**config.mk**
```make
export PLATFORM = sky130hd
export DESIGN_NAME = dbm_ctrl
export DESIGN_NICKNAME = d
export VERILOG_FILES = /design/src/dbm_ctrl.sv /design/src/dbm_tbl.sv
export SDC_FILE = /design/constraint.sdc
export NUM_CORES = 2
export LEC_CHECK = 0
export ABC_CLOCK_PERIOD_IN_PS = 35400
export BUFFER_PORTS_ARGS = -buffer_cell sky130_fd_sc_hd__buf_2
export CAP_MARGIN = 5
export CORE_UTILIZATION = 40
export CTS_BUF_LIST = sky130_fd_sc_hd__clkbuf_4
export CTS_CLUSTER_DIAMETER = 200
export CTS_CLUSTER_SIZE = 28
export DETAILED_ROUTE_END_ITERATION = 6
export SETUP_SLACK_MARGIN = 0.1
export SKIP_LAST_GASP = 1
export SYNTH_ARGS = -nofsm -noshare
export SYNTH_HDL_FRONTEND = slang
export SYNTH_SLANG_ARGS = --single-unit
```
**constraint.sdc**
```tcl
create_clock -name clock -period 35.4 [get_ports clock]
set_input_delay 7.08 -clock clock [delete_from_list [all_inputs] [get_ports clock]]
set_output_delay 7.08 -clock clock [all_outputs]
set_load 0.05 [all_outputs]
```
**src/dbm_ctrl.sv**
```systemverilog
// How it works
// RULE_01 - Data error: retry transfer up to ten times
// RULE_02 - Then recalibrate and retry ten more times
// RULE_03 - Both series failed: block has hard error
// RULE_04 - Hard error: run correction, schedule replacement
// RULE_05 - Hang check: seek0, read0, seek table, read
// RULE_06 - Save bad data plus recovery flag first
// RULE_07 - Save is done as write-check
// RULE_08 - Pattern write-check suspect block several times
// RULE_09 - Pattern pass: transient, restore data, no replace
// RULE_10 - Pattern fail: allocate new block, write data
// RULE_11 - Unrecovered data written with forced-error status; the code flags only the replacement write, not the restore
// RULE_12 - Track zero reserved, never holds user data
// RULE_13 - User area from spt to before table
// RULE_14 - Replacement table is exactly two tracks
// RULE_15 - Table tracks on different heads, identical copies
// RULE_16 - Blocks after table form replacement pool
// RULE_17 - Reserved region whole cylinders, about 0.1 percent
// RULE_18 - Blocks numbered from zero to total minus one
// RULE_19 - Removable drive: one unit, number equals drive
// RULE_20 - Shadow pair: writes duplicated, shadow hidden
// RULE_21 - Shadowed read goes to nearest heads
// RULE_22 - Sector size at least 595 bytes
// RULE_23 - Shadowed read error falls back to other drive
package dbm_pkg;
  localparam int PBA_W = 28;
  localparam logic [3:0] RETRY_MAX = 4'hA;
  localparam logic [10:0] MIN_BPS = 11'h253;
  localparam logic [12:0] RSV_DIV = 13'h3E8;
  localparam logic [12:0] RSV_RND = 13'h3E7;
  localparam logic [1:0] RCT_TRACKS = 2'h2;
  localparam logic [27:0] SAVE_OFS = 28'h0000001;
  localparam logic [2:0] PAT_LAST = 3'h3;
  localparam logic [4:0] TBL_DEPTH = 5'h10;
  localparam logic [1:0] HANG_LAST = 2'h3;

  typedef enum logic [2:0] {
    OP_READ = 3'h0, OP_WRITE = 3'h1, OP_WRCHK = 3'h2, OP_SEEK = 3'h3,
    OP_RECAL = 3'h4, OP_ECC = 3'h5, OP_PAT = 3'h6
  } dbm_op_t;

  typedef enum logic [2:0] {
    RSP_OK = 3'h0, RSP_RETRIED = 3'h1, RSP_REPLACED = 3'h2, RSP_FORCED = 3'h3,
    RSP_REJECT = 3'h4, RSP_HUNG = 3'h5, RSP_FULL = 3'h6, RSP_FAIL = 3'h7
  } dbm_resp_t;
endpackage : dbm_pkg

`timescale 1ns/10ps
module dbm_ctrl
(
  input wire logic clock,
  input wire logic reset,
  input wire logic [7:0] cfg_spt,
  input wire logic [4:0] cfg_heads,
  input wire logic [11:0] cfg_cyls,
  input wire logic [10:0] cfg_bps,
  input wire logic [1:0] cfg_removable,
  input wire logic [3:0] cfg_unit0,
  input wire logic [3:0] cfg_unit1,
  input wire logic cfg_shadow_en,
  input wire logic req_valid,
  input wire logic req_write,
  input wire logic [3:0] req_unit,
  input wire logic [27:0] req_lba,
  output logic req_ready,
  output logic resp_valid,
  output logic [2:0] resp_code,
  output logic drv_cmd_valid,
  output logic [2:0] drv_op,
  output logic drv_sel,
  output logic [27:0] drv_pba,
  output logic drv_force_err,
  output logic drv_ecc_flag,
  input wire logic drv_done,
  input wire logic drv_ok,
  input wire logic drv_ecc_ok
);
  typedef enum logic [12:0] {
    ST_IDLE = 13'h0001, ST_LOOK = 13'h0002, ST_XFER = 13'h0004, ST_RECAL = 13'h0008,
    ST_ECC = 13'h0010, ST_HANG = 13'h0020, ST_SAVE = 13'h0040, ST_PAT = 13'h0080,
    ST_RESTORE = 13'h0100, ST_ALLOC = 13'h0200, ST_WRREP = 13'h0400,
    ST_RCT = 13'h0800, ST_DONE = 13'h1000
  } dbm_state_t;

  function automatic logic [27:0] dbm_dist(input logic [27:0] a, input logic [27:0] b);
    dbm_dist = (a > b) ? a - b : b - a;
  endfunction : dbm_dist

  dbm_state_t st_r;
  logic pend_r, wr_r, shd_r, pass_r, fb_r, recal_r, ecc_ok_r, lk_ph_r, drv_r;
  logic [3:0] retry_r;
  logic [2:0] step_r;
  logic [4:0] cnt_r, scan_r;
  logic [27:0] pba_r, eff_r, newpba_r;
  logic [27:0] spt_r, rct_r, pool_r, last_r;
  logic [27:0] pos_r [2];
  logic tbl_we_r;
  logic [3:0] tbl_wa_r;
  logic [27:0] tbl_wd_r, tbl_rd;

  // Geometry; inputs are static configuration from the same clock domain
  wire [27:0] bpc_w = dbm_pkg::PBA_W'(cfg_spt) * dbm_pkg::PBA_W'(cfg_heads);
  wire [27:0] total_w = dbm_pkg::PBA_W'(bpc_w * dbm_pkg::PBA_W'(cfg_cyls)); // RULE_18
  // Whole cylinders, about one per thousand, rounded up
  wire [11:0] rsv_w = 12'((13'(cfg_cyls) + dbm_pkg::RSV_RND) / dbm_pkg::RSV_DIV); // RULE_17
  wire [27:0] rct_w = dbm_pkg::PBA_W'(dbm_pkg::PBA_W'(cfg_cyls - rsv_w) * bpc_w);
  wire [27:0] pool_w = rct_w + dbm_pkg::PBA_W'(dbm_pkg::RCT_TRACKS * 10'(cfg_spt)); // RULE_14 RULE_16

  // Request decode
  wire [3:0] unit_d0_w = cfg_removable[0] ? 4'h0 : cfg_unit0; // RULE_19
  wire [3:0] unit_d1_w = cfg_removable[1] ? 4'h1 : cfg_unit1; // RULE_19
  wire hit0_w = (req_unit == unit_d0_w);
  wire hit1_w = (req_unit == unit_d1_w) & ~hit0_w;
  wire hidden_w = cfg_shadow_en & hit1_w; // RULE_20
  wire fmt_ok_w = (cfg_bps >= dbm_pkg::MIN_BPS); // RULE_22
  wire [27:0] pba_req_w = spt_r + req_lba; // RULE_13
  wire in_rng_w = (req_lba < rct_r - spt_r) & (pba_req_w <= last_r); // RULE_12 RULE_13
  wire ok_req_w = fmt_ok_w & (hit0_w | hit1_w) & ~hidden_w & in_rng_w;
  wire shd_req_w = cfg_shadow_en & hit0_w;
  wire near1_w = dbm_dist(pba_req_w, pos_r[1]) < dbm_dist(pba_req_w, pos_r[0]); // RULE_21
  wire sel_w = shd_req_w ? (~req_write & near1_w) : hit1_w;
  wire take_w = req_valid & req_ready & (st_r == ST_IDLE);

  // Drive command handshake: one command outstanding at a time
  wire cmd_st_w = (st_r inside {ST_XFER, ST_RECAL, ST_ECC, ST_HANG, ST_SAVE, ST_PAT,
                                ST_RESTORE, ST_WRREP, ST_RCT});
  wire issue_w = cmd_st_w & ~pend_r;
  wire fin_w = pend_r & drv_done;
  wire tbl_hit_w = lk_ph_r & (tbl_rd == pba_r);
  wire [2:0] done_code_w = ecc_ok_r ? dbm_pkg::RSP_REPLACED : dbm_pkg::RSP_FORCED;
  // Pool ends at the last block; small drives may have none
  wire pool_full_w = (cnt_r == dbm_pkg::TBL_DEPTH)
                     | ((pool_r + dbm_pkg::PBA_W'(cnt_r)) > last_r); // RULE_16

  dbm_pkg::dbm_op_t op_w;
  logic [27:0] cpba_w;

  always_comb
  begin
    op_w = dbm_pkg::OP_WRITE;
    cpba_w = eff_r;
    unique case (st_r)
      ST_XFER: op_w = wr_r ? dbm_pkg::OP_WRITE : dbm_pkg::OP_READ;
      ST_RECAL: op_w = dbm_pkg::OP_RECAL;
      ST_ECC: op_w = dbm_pkg::OP_ECC; // RULE_04
      ST_HANG:
      begin
        op_w = step_r[0] ? dbm_pkg::OP_READ : dbm_pkg::OP_SEEK; // RULE_05
        cpba_w = step_r[1] ? rct_r : 28'h0000000; // RULE_05
      end
      ST_SAVE:
      begin
        op_w = dbm_pkg::OP_WRCHK; // RULE_07
        cpba_w = rct_r + dbm_pkg::SAVE_OFS; // RULE_06
      end
      ST_PAT: op_w = dbm_pkg::OP_PAT; // RULE_08
      ST_RESTORE: op_w = dbm_pkg::OP_WRITE; // RULE_09
      ST_WRREP: cpba_w = newpba_r; // RULE_10
      // Both copies written; second track sits under the next head
      ST_RCT: cpba_w = step_r[0] ? rct_r + spt_r : rct_r; // RULE_15
      default: cpba_w = eff_r;
    endcase
  end

  dbm_tbl u_tbl
  (
    .clock(clock),
    .reset(reset),
    .wr_en(tbl_we_r),
    .wr_addr(tbl_wa_r),
    .wr_data(tbl_wd_r),
    .rd_addr(scan_r[3:0]),
    .rd_data(tbl_rd)
  );

  always_ff @(posedge clock)
  begin
    if (reset)
    begin
      spt_r <= 28'h0000000;
      rct_r <= 28'h0000000;
      pool_r <= 28'h0000000;
      last_r <= 28'h0000000;
    end
    else
    begin
      spt_r <= dbm_pkg::PBA_W'(cfg_spt);
      rct_r <= rct_w;
      pool_r <= pool_w;
      last_r <= total_w - 28'h0000001; // RULE_18
    end
  end

  always_ff @(posedge clock)
  begin
    if (reset)
    begin
      drv_cmd_valid <= 1'b0;
      drv_op <= 3'h0;
      drv_sel <= 1'b0;
      drv_pba <= 28'h0000000;
      drv_force_err <= 1'b0;
      drv_ecc_flag <= 1'b0;
      pend_r <= 1'b0;
      pos_r[0] <= 28'h0000000;
      pos_r[1] <= 28'h0000000;
    end
    else
    begin
      drv_cmd_valid <= issue_w;
      if (issue_w)
      begin
        drv_op <= op_w;
        drv_sel <= drv_r;
        drv_pba <= cpba_w;
        drv_force_err <= (st_r == ST_WRREP) & ~ecc_ok_r; // RULE_11
        drv_ecc_flag <= ecc_ok_r; // RULE_06
        pos_r[drv_r] <= cpba_w;
        pend_r <= 1'b1;
      end
      else if (fin_w)
      begin
        pend_r <= 1'b0;
      end
    end
  end

  always_ff @(posedge clock)
  begin
    if (reset)
    begin
      st_r <= ST_IDLE;
      req_ready <= 1'b0;
      resp_valid <= 1'b0;
      resp_code <= 3'h0;
      {wr_r, shd_r, pass_r, fb_r, recal_r, ecc_ok_r, lk_ph_r, drv_r} <= 8'h00;
      retry_r <= 4'h0;
      step_r <= 3'h0;
      cnt_r <= 5'h00;
      scan_r <= 5'h00;
      pba_r <= 28'h0000000;
      eff_r <= 28'h0000000;
      newpba_r <= 28'h0000000;
      tbl_we_r <= 1'b0;
      tbl_wa_r <= 4'h0;
      tbl_wd_r <= 28'h0000000;
    end
    else
    begin
      resp_valid <= 1'b0;
      tbl_we_r <= 1'b0;
      unique case (st_r)
        ST_IDLE:
        begin
          req_ready <= 1'b1;
          if (take_w)
          begin
            req_ready <= 1'b0;
            pba_r <= pba_req_w;
            eff_r <= pba_req_w;
            wr_r <= req_write;
            shd_r <= shd_req_w;
            drv_r <= sel_w;
            {pass_r, fb_r, recal_r} <= 3'h0;
            retry_r <= 4'h0;
            scan_r <= 5'h00;
            lk_ph_r <= 1'b0;
            resp_code <= dbm_pkg::RSP_REJECT;
            st_r <= ok_req_w ? ST_LOOK : ST_DONE;
          end
        end
        ST_LOOK:
        begin
          // Linear scan trades latency for a tiny table
          lk_ph_r <= ~lk_ph_r;
          if (tbl_hit_w)
          begin
            eff_r <= pool_r + dbm_pkg::PBA_W'(scan_r); // RULE_16
            st_r <= ST_XFER;
          end
          else if (lk_ph_r)
          begin
            scan_r <= scan_r + 5'h01;
          end
          else if (scan_r == cnt_r)
          begin
            st_r <= ST_XFER;
          end
        end
        ST_XFER:
        begin
          if (fin_w & drv_ok)
          begin
            if (wr_r & shd_r & ~pass_r)
            begin
              pass_r <= 1'b1; // RULE_20
              drv_r <= 1'b1; // RULE_20
              retry_r <= 4'h0;
              recal_r <= 1'b0;
            end
            else
            begin
              resp_code <= (retry_r != 4'h0 | recal_r | fb_r) ? dbm_pkg::RSP_RETRIED
                                                            : dbm_pkg::RSP_OK;
              st_r <= ST_DONE;
            end
          end
          else if (fin_w & shd_r & ~wr_r & ~fb_r)
          begin
            fb_r <= 1'b1; // RULE_23
            drv_r <= ~drv_r; // RULE_23
          end
          else if (fin_w & (retry_r != dbm_pkg::RETRY_MAX))
          begin
            retry_r <= retry_r + 4'h1; // RULE_01
          end
          else if (fin_w)
          begin
            st_r <= recal_r ? ST_ECC : ST_RECAL; // RULE_02 RULE_03
          end
        end
        ST_RECAL:
        begin
          if (fin_w)
          begin
            recal_r <= 1'b1; // RULE_02
            retry_r <= 4'h0; // RULE_02
            st_r <= ST_XFER;
          end
        end
        ST_ECC:
        begin
          if (fin_w)
          begin
            ecc_ok_r <= drv_ok & drv_ecc_ok; // RULE_04
            step_r <= 3'h0;
            st_r <= ST_HANG; // RULE_04
          end
        end
        ST_HANG:
        begin
          if (fin_w)
          begin
            // A hung drive must not cost a good block
            step_r <= step_r + 3'h1;
            resp_code <= dbm_pkg::RSP_HUNG;
            st_r <= ~drv_ok ? ST_DONE : (step_r[1:0] == dbm_pkg::HANG_LAST) ? ST_SAVE
                                                                        : ST_HANG; // RULE_05
          end
        end
        ST_SAVE:
        begin
          if (fin_w)
          begin
            step_r <= 3'h0;
            resp_code <= dbm_pkg::RSP_FAIL;
            st_r <= drv_ok ? ST_PAT : ST_DONE; // RULE_07
          end
        end
        ST_PAT:
        begin
          if (fin_w)
          begin
            step_r <= step_r + 3'h1;
            if (~drv_ok)
            begin
              st_r <= ST_ALLOC; // RULE_10
            end
            else if (step_r == dbm_pkg::PAT_LAST)
            begin
              st_r <= ST_RESTORE; // RULE_09
            end
          end
        end
        ST_RESTORE:
        begin
          if (fin_w)
          begin
            resp_code <= drv_ok ? dbm_pkg::RSP_RETRIED : dbm_pkg::RSP_FAIL; // RULE_09
            st_r <= ST_DONE;
          end
        end
        ST_ALLOC:
        begin
          if (pool_full_w)
          begin
            resp_code <= dbm_pkg::RSP_FULL;
            st_r <= ST_DONE;
          end
          else
          begin
            tbl_we_r <= 1'b1; // RULE_10
            tbl_wa_r <= cnt_r[3:0];
            tbl_wd_r <= pba_r;
            newpba_r <= pool_r + dbm_pkg::PBA_W'(cnt_r); // RULE_10 RULE_16
            cnt_r <= cnt_r + 5'h01;
            st_r <= ST_WRREP;
          end
        end
        ST_WRREP:
        begin
          if (fin_w)
          begin
            step_r <= 3'h0;
            resp_code <= drv_ok ? done_code_w : dbm_pkg::RSP_FAIL;
            st_r <= drv_ok ? ST_RCT : ST_DONE;
          end
        end
        ST_RCT:
        begin
          if (fin_w)
          begin
            step_r <= step_r + 3'h1;
            if (~drv_ok)
            begin
              resp_code <= dbm_pkg::RSP_FAIL;
            end
            st_r <= (~drv_ok | step_r[0]) ? ST_DONE : ST_RCT; // RULE_15
          end
        end
        ST_DONE:
        begin
          resp_valid <= 1'b1;
          st_r <= ST_IDLE;
        end
      endcase
    end
  end
endmodule : dbm_ctrl

```
**src/dbm_tbl.sv**
```systemverilog
`timescale 1ns/10ps
module dbm_tbl
(
  input wire logic clock,
  input wire logic reset,
  input wire logic wr_en,
  input wire logic [3:0] wr_addr,
  input wire logic [27:0] wr_data,
  input wire logic [3:0] rd_addr,
  output logic [27:0] rd_data
);
  localparam int DEPTH = 16;

  // Contents need no reset; the owner tracks how many entries are valid
  logic [27:0] mem [DEPTH];

  always_ff @(posedge clock)
  begin
    if (wr_en)
    begin
      mem[wr_addr] <= wr_data;
    end
  end

  always_ff @(posedge clock)
  begin
    if (reset)
    begin
      rd_data <= 28'h0000000;
    end
    else
    begin
      rd_data <= mem[rd_addr];
    end
  end
endmodule : dbm_tbl

```
==> impl_metrics.json <==
{
  "outcome": "complete, but fails checks",
  "violations": "design-rule violations",
  "track_usage_pct": 23.2,
  "max_freq_mhz": 56.2,
  "syn_avg_cell_area_um2": 10.3,
  "design.core.area_mm2": 0.140,
  "tightest_slew_ns": 1.47,
  "gp_congestion": 0.978,
  "vias": 40700,
  "grt_pass1_wl_um": 250000,
  "clk-insertion-delay-late_ns": 1.00,
  "drive_gt1_share_pct": 9.26,
  "cts-buffers-inserted": 35,
  "io_pins": 126,
  "dp_hpwl_um": 124000,
  "slew_violations": 0,
  "grt_antenna_before_repair": 20,
  "path_class": "in -> reg",
  "wl_per_cell_um": 22.7,
  "cts_tree": "yes",
  "placementRows": 137,
  "skew_ns": 0.145,
  "yosys-top-cells-area": "edfxtp_1 (27%), dfxtp_1 (11%), ha_1 (10%)",
  "synth_top_cell_area_share_pct": 26.9,
  "drt_first_pass_iters": 7,
  "clkTransAtPathRegs_ns": 0.30,
  "wl_met1_um": 76700,
  "viasPerCell": 5.53,
  "crit_slowest_cell": "nor4_2",
  "synthFlopType": "edfxtp_1",
  "crit_top_cell": "fa_1",
  "dieArea_mm2": 0.142,
  "overflow": 0,
  "synth_edf_count": 504,
  "crit_path_end_kind": "register",
  "synth_most_common_cell": "nor2_1",
  "relSlewSlack_pct": 2.33,
  "synthCells": 5451,
  "cts_num_sinks": 816,
  "cp_data_arrival_time_ns": 18.59,
  "synthTopCellsByCount": "nor2_1 (518), edfxtp_1 (504), inv_1 (500)",
  "start_util_pct": 40.3,
  "fin_setup_tns_ns": 0,
  "nets": 6278,
  "synth_nets": 6276,
  "routed_wl_um": 167000,
  "die_y_um": 377,
  "yosysTopAreaCell": "edfxtp_1",
  "synth-async-reset-ratio_pct": 0,
  "drv_cap": 0,
  "cp.required_ns": 36.21,
  "dr_wl_met2_um": 74300,
  "grt_max_degree": 106,
  "drc": 1,
  "netlist_area_mm2": 0.0563,
  "ys_warn_count": 0,
  "min-delay-path-class": "reg -> reg",
  "final_antenna_net_count": 0,
  "yosysUniqueCellTypes": 105,
  "wl_met3_um": 11200,
  "yosys_register_bits": 816,
  "area_growth_pct": 5.94,
  "clk_path_buf_depth": 3,
  "holdBufCountCts": 0,
  "cts_setup_buffers": 0,
  "die_w_um": 377,
  "highest_layer": "met5",
  "period_needed_ns": 17.78,
  "grt_pass1_vias": 39400,
  "root_buffer": "clkbuf_4",
  "crit_fanout": 11,
  "critPathLaunchType": "input port",
  "htreeDepth": 2,
  "drtIter0Drc": 3966,
  "numPortBuffers": 125,
  "finalHoldViolations": 0,
  "yosysSeqAreaShare_pct": 38.0,
  "setup_viol": 0,
  "cts-resized-gates": 0,
  "multi_input_area_mm2": 0.0323,
  "rsz0062_at_grt": "false",
  "slowest_delay_ns": 0.80,
  "regArea_mm2": 0.0214,
  "period_share_pct": 50.2,
  "fillers": 13500
}
[kinds of logic (layout without fill, tap and decap cells)]
group,count (synthesis),count (layout),share of synthesized area [%]
and+or+nand+nor,1661,1661,14.2
buffers and inverters,757,781,5.13
AOI/OAI and AO/OA,922,922,10.5
other,1,3,0.00666
DFF,816,816,38.0
adders and majority gates,739,739,20.0
xor gates and xnor gates,318,318,4.94
muxes,237,237,7.33
[registers in the layout, indices dropped and copies added (netlist names), 26 cells and up]
register and cells:
newpba_r 28, drv_pba 28, last_r 26, pos_r 56, u_tbl.rd_data 28, eff_r 28
pba_r 28, pool_r 27, rct_r 27, u_tbl.mem 448, tbl_wd_r 28
[worst paths after layout]
path | start | endpoint | slack [ns] | depth (start not counted)
worst max register to register | spt_r[1] | drv_r | 26.29 | 28
worst max-delay path | cfg_cyls[0] | pool_r[25] | 17.62 | 43
worst min register to register | drv_pba[5] | drv_pba[5] | 0.47 | 2
worst min-delay path | drv_pba[5] | drv_pba[5] | 0.47 | 2
[final cells by class]
class | count | share of cell area (%)
clock buffers | 56 | 0.704
well taps | 1876 | 3.93
multi-input cells | 3878 | 54.0
diodes | 2 | 0.00839
flip-flops and latches | 816 | 35.8
repair buffers | 218 | 2.23
inverters | 504 | 3.17
clock inverters | 3 | 0.0692
[per-stage QoR]
| step | hold WS, ns | std cells | setup slack (ns) | util [%] | area [um^2] |
|---|---|---|---|---|---|
| 2_1_floorplan | 0.417 | 5451 | 18.10 | - | 56300 |
| 5_1_grt | 0.499 | 7353 | 16.80 | 42.7 | 59700 |
| 4_1_cts | 0.475 | 7351 | 17.72 | 42.7 | 59700 |
| 6_report | 0.474 | 7353 | 17.62 | 42.7 | 59700 |
| 3_3_place_gp | 0.429 | 7292 | 16.93 | 42.4 | 59200 |
| 3_5_place_dp | 0.436 | 7292 | 16.70 | 42.4 | 59200 |
[routing by layer]
layer  vias up  GRT usage [%]
li1      19000              -
met1     20100           33.7
met2      1358           36.2
met3       225           3.14
met4        20           6.12
met5         -              0
[cell usage in the layout (no fill, tap or decap), drive strengths merged, types with 24 or more instances in the layout]
| cell | netlist | routed |
|---|---|---|
| dfxtp | 312 | 312 |
| mux2i | 93 | 93 |
| and2 | 97 | 97 |
| nand3 | 92 | 92 |
| nor4 | 25 | 25 |
| a211oi | 55 | 55 |
| o211ai | 25 | 25 |
| a21o | 128 | 128 |
| nor3 | 82 | 82 |
| nor2 | 519 | 519 |
| mux4 | 140 | 140 |
| or3 | 25 | 25 |
| clkbuf | 206 | 56 |
| a21oi | 286 | 286 |
| ha | 471 | 471 |
| nand2b | 71 | 71 |
| fa | 268 | 268 |
| xor2 | 128 | 128 |
| nor2b | 109 | 109 |
| nand2 | 448 | 448 |
| edfxtp | 504 | 504 |
| buf | 47 | 218 |
| and3 | 24 | 24 |
| o21ai | 192 | 192 |
| inv | 502 | 503 |
| o21a | 34 | 34 |
| o21bai | 36 | 36 |
| xnor2 | 190 | 190 |
| nand4 | 79 | 79 |
[critical path: cells and delay by family]
kind | cells | cell delay (ns)
xor+xnor | 4 | 0.85
fa+ha+maj | 10 | 4.27
buf+inv | 6 | 0.77
simple gates | 13 | 3.22
compound gates | 10 | 2.38
Power is not shown: default switching activity piles up to over one toggle a cycle in this logic, so the estimate is an artifact.
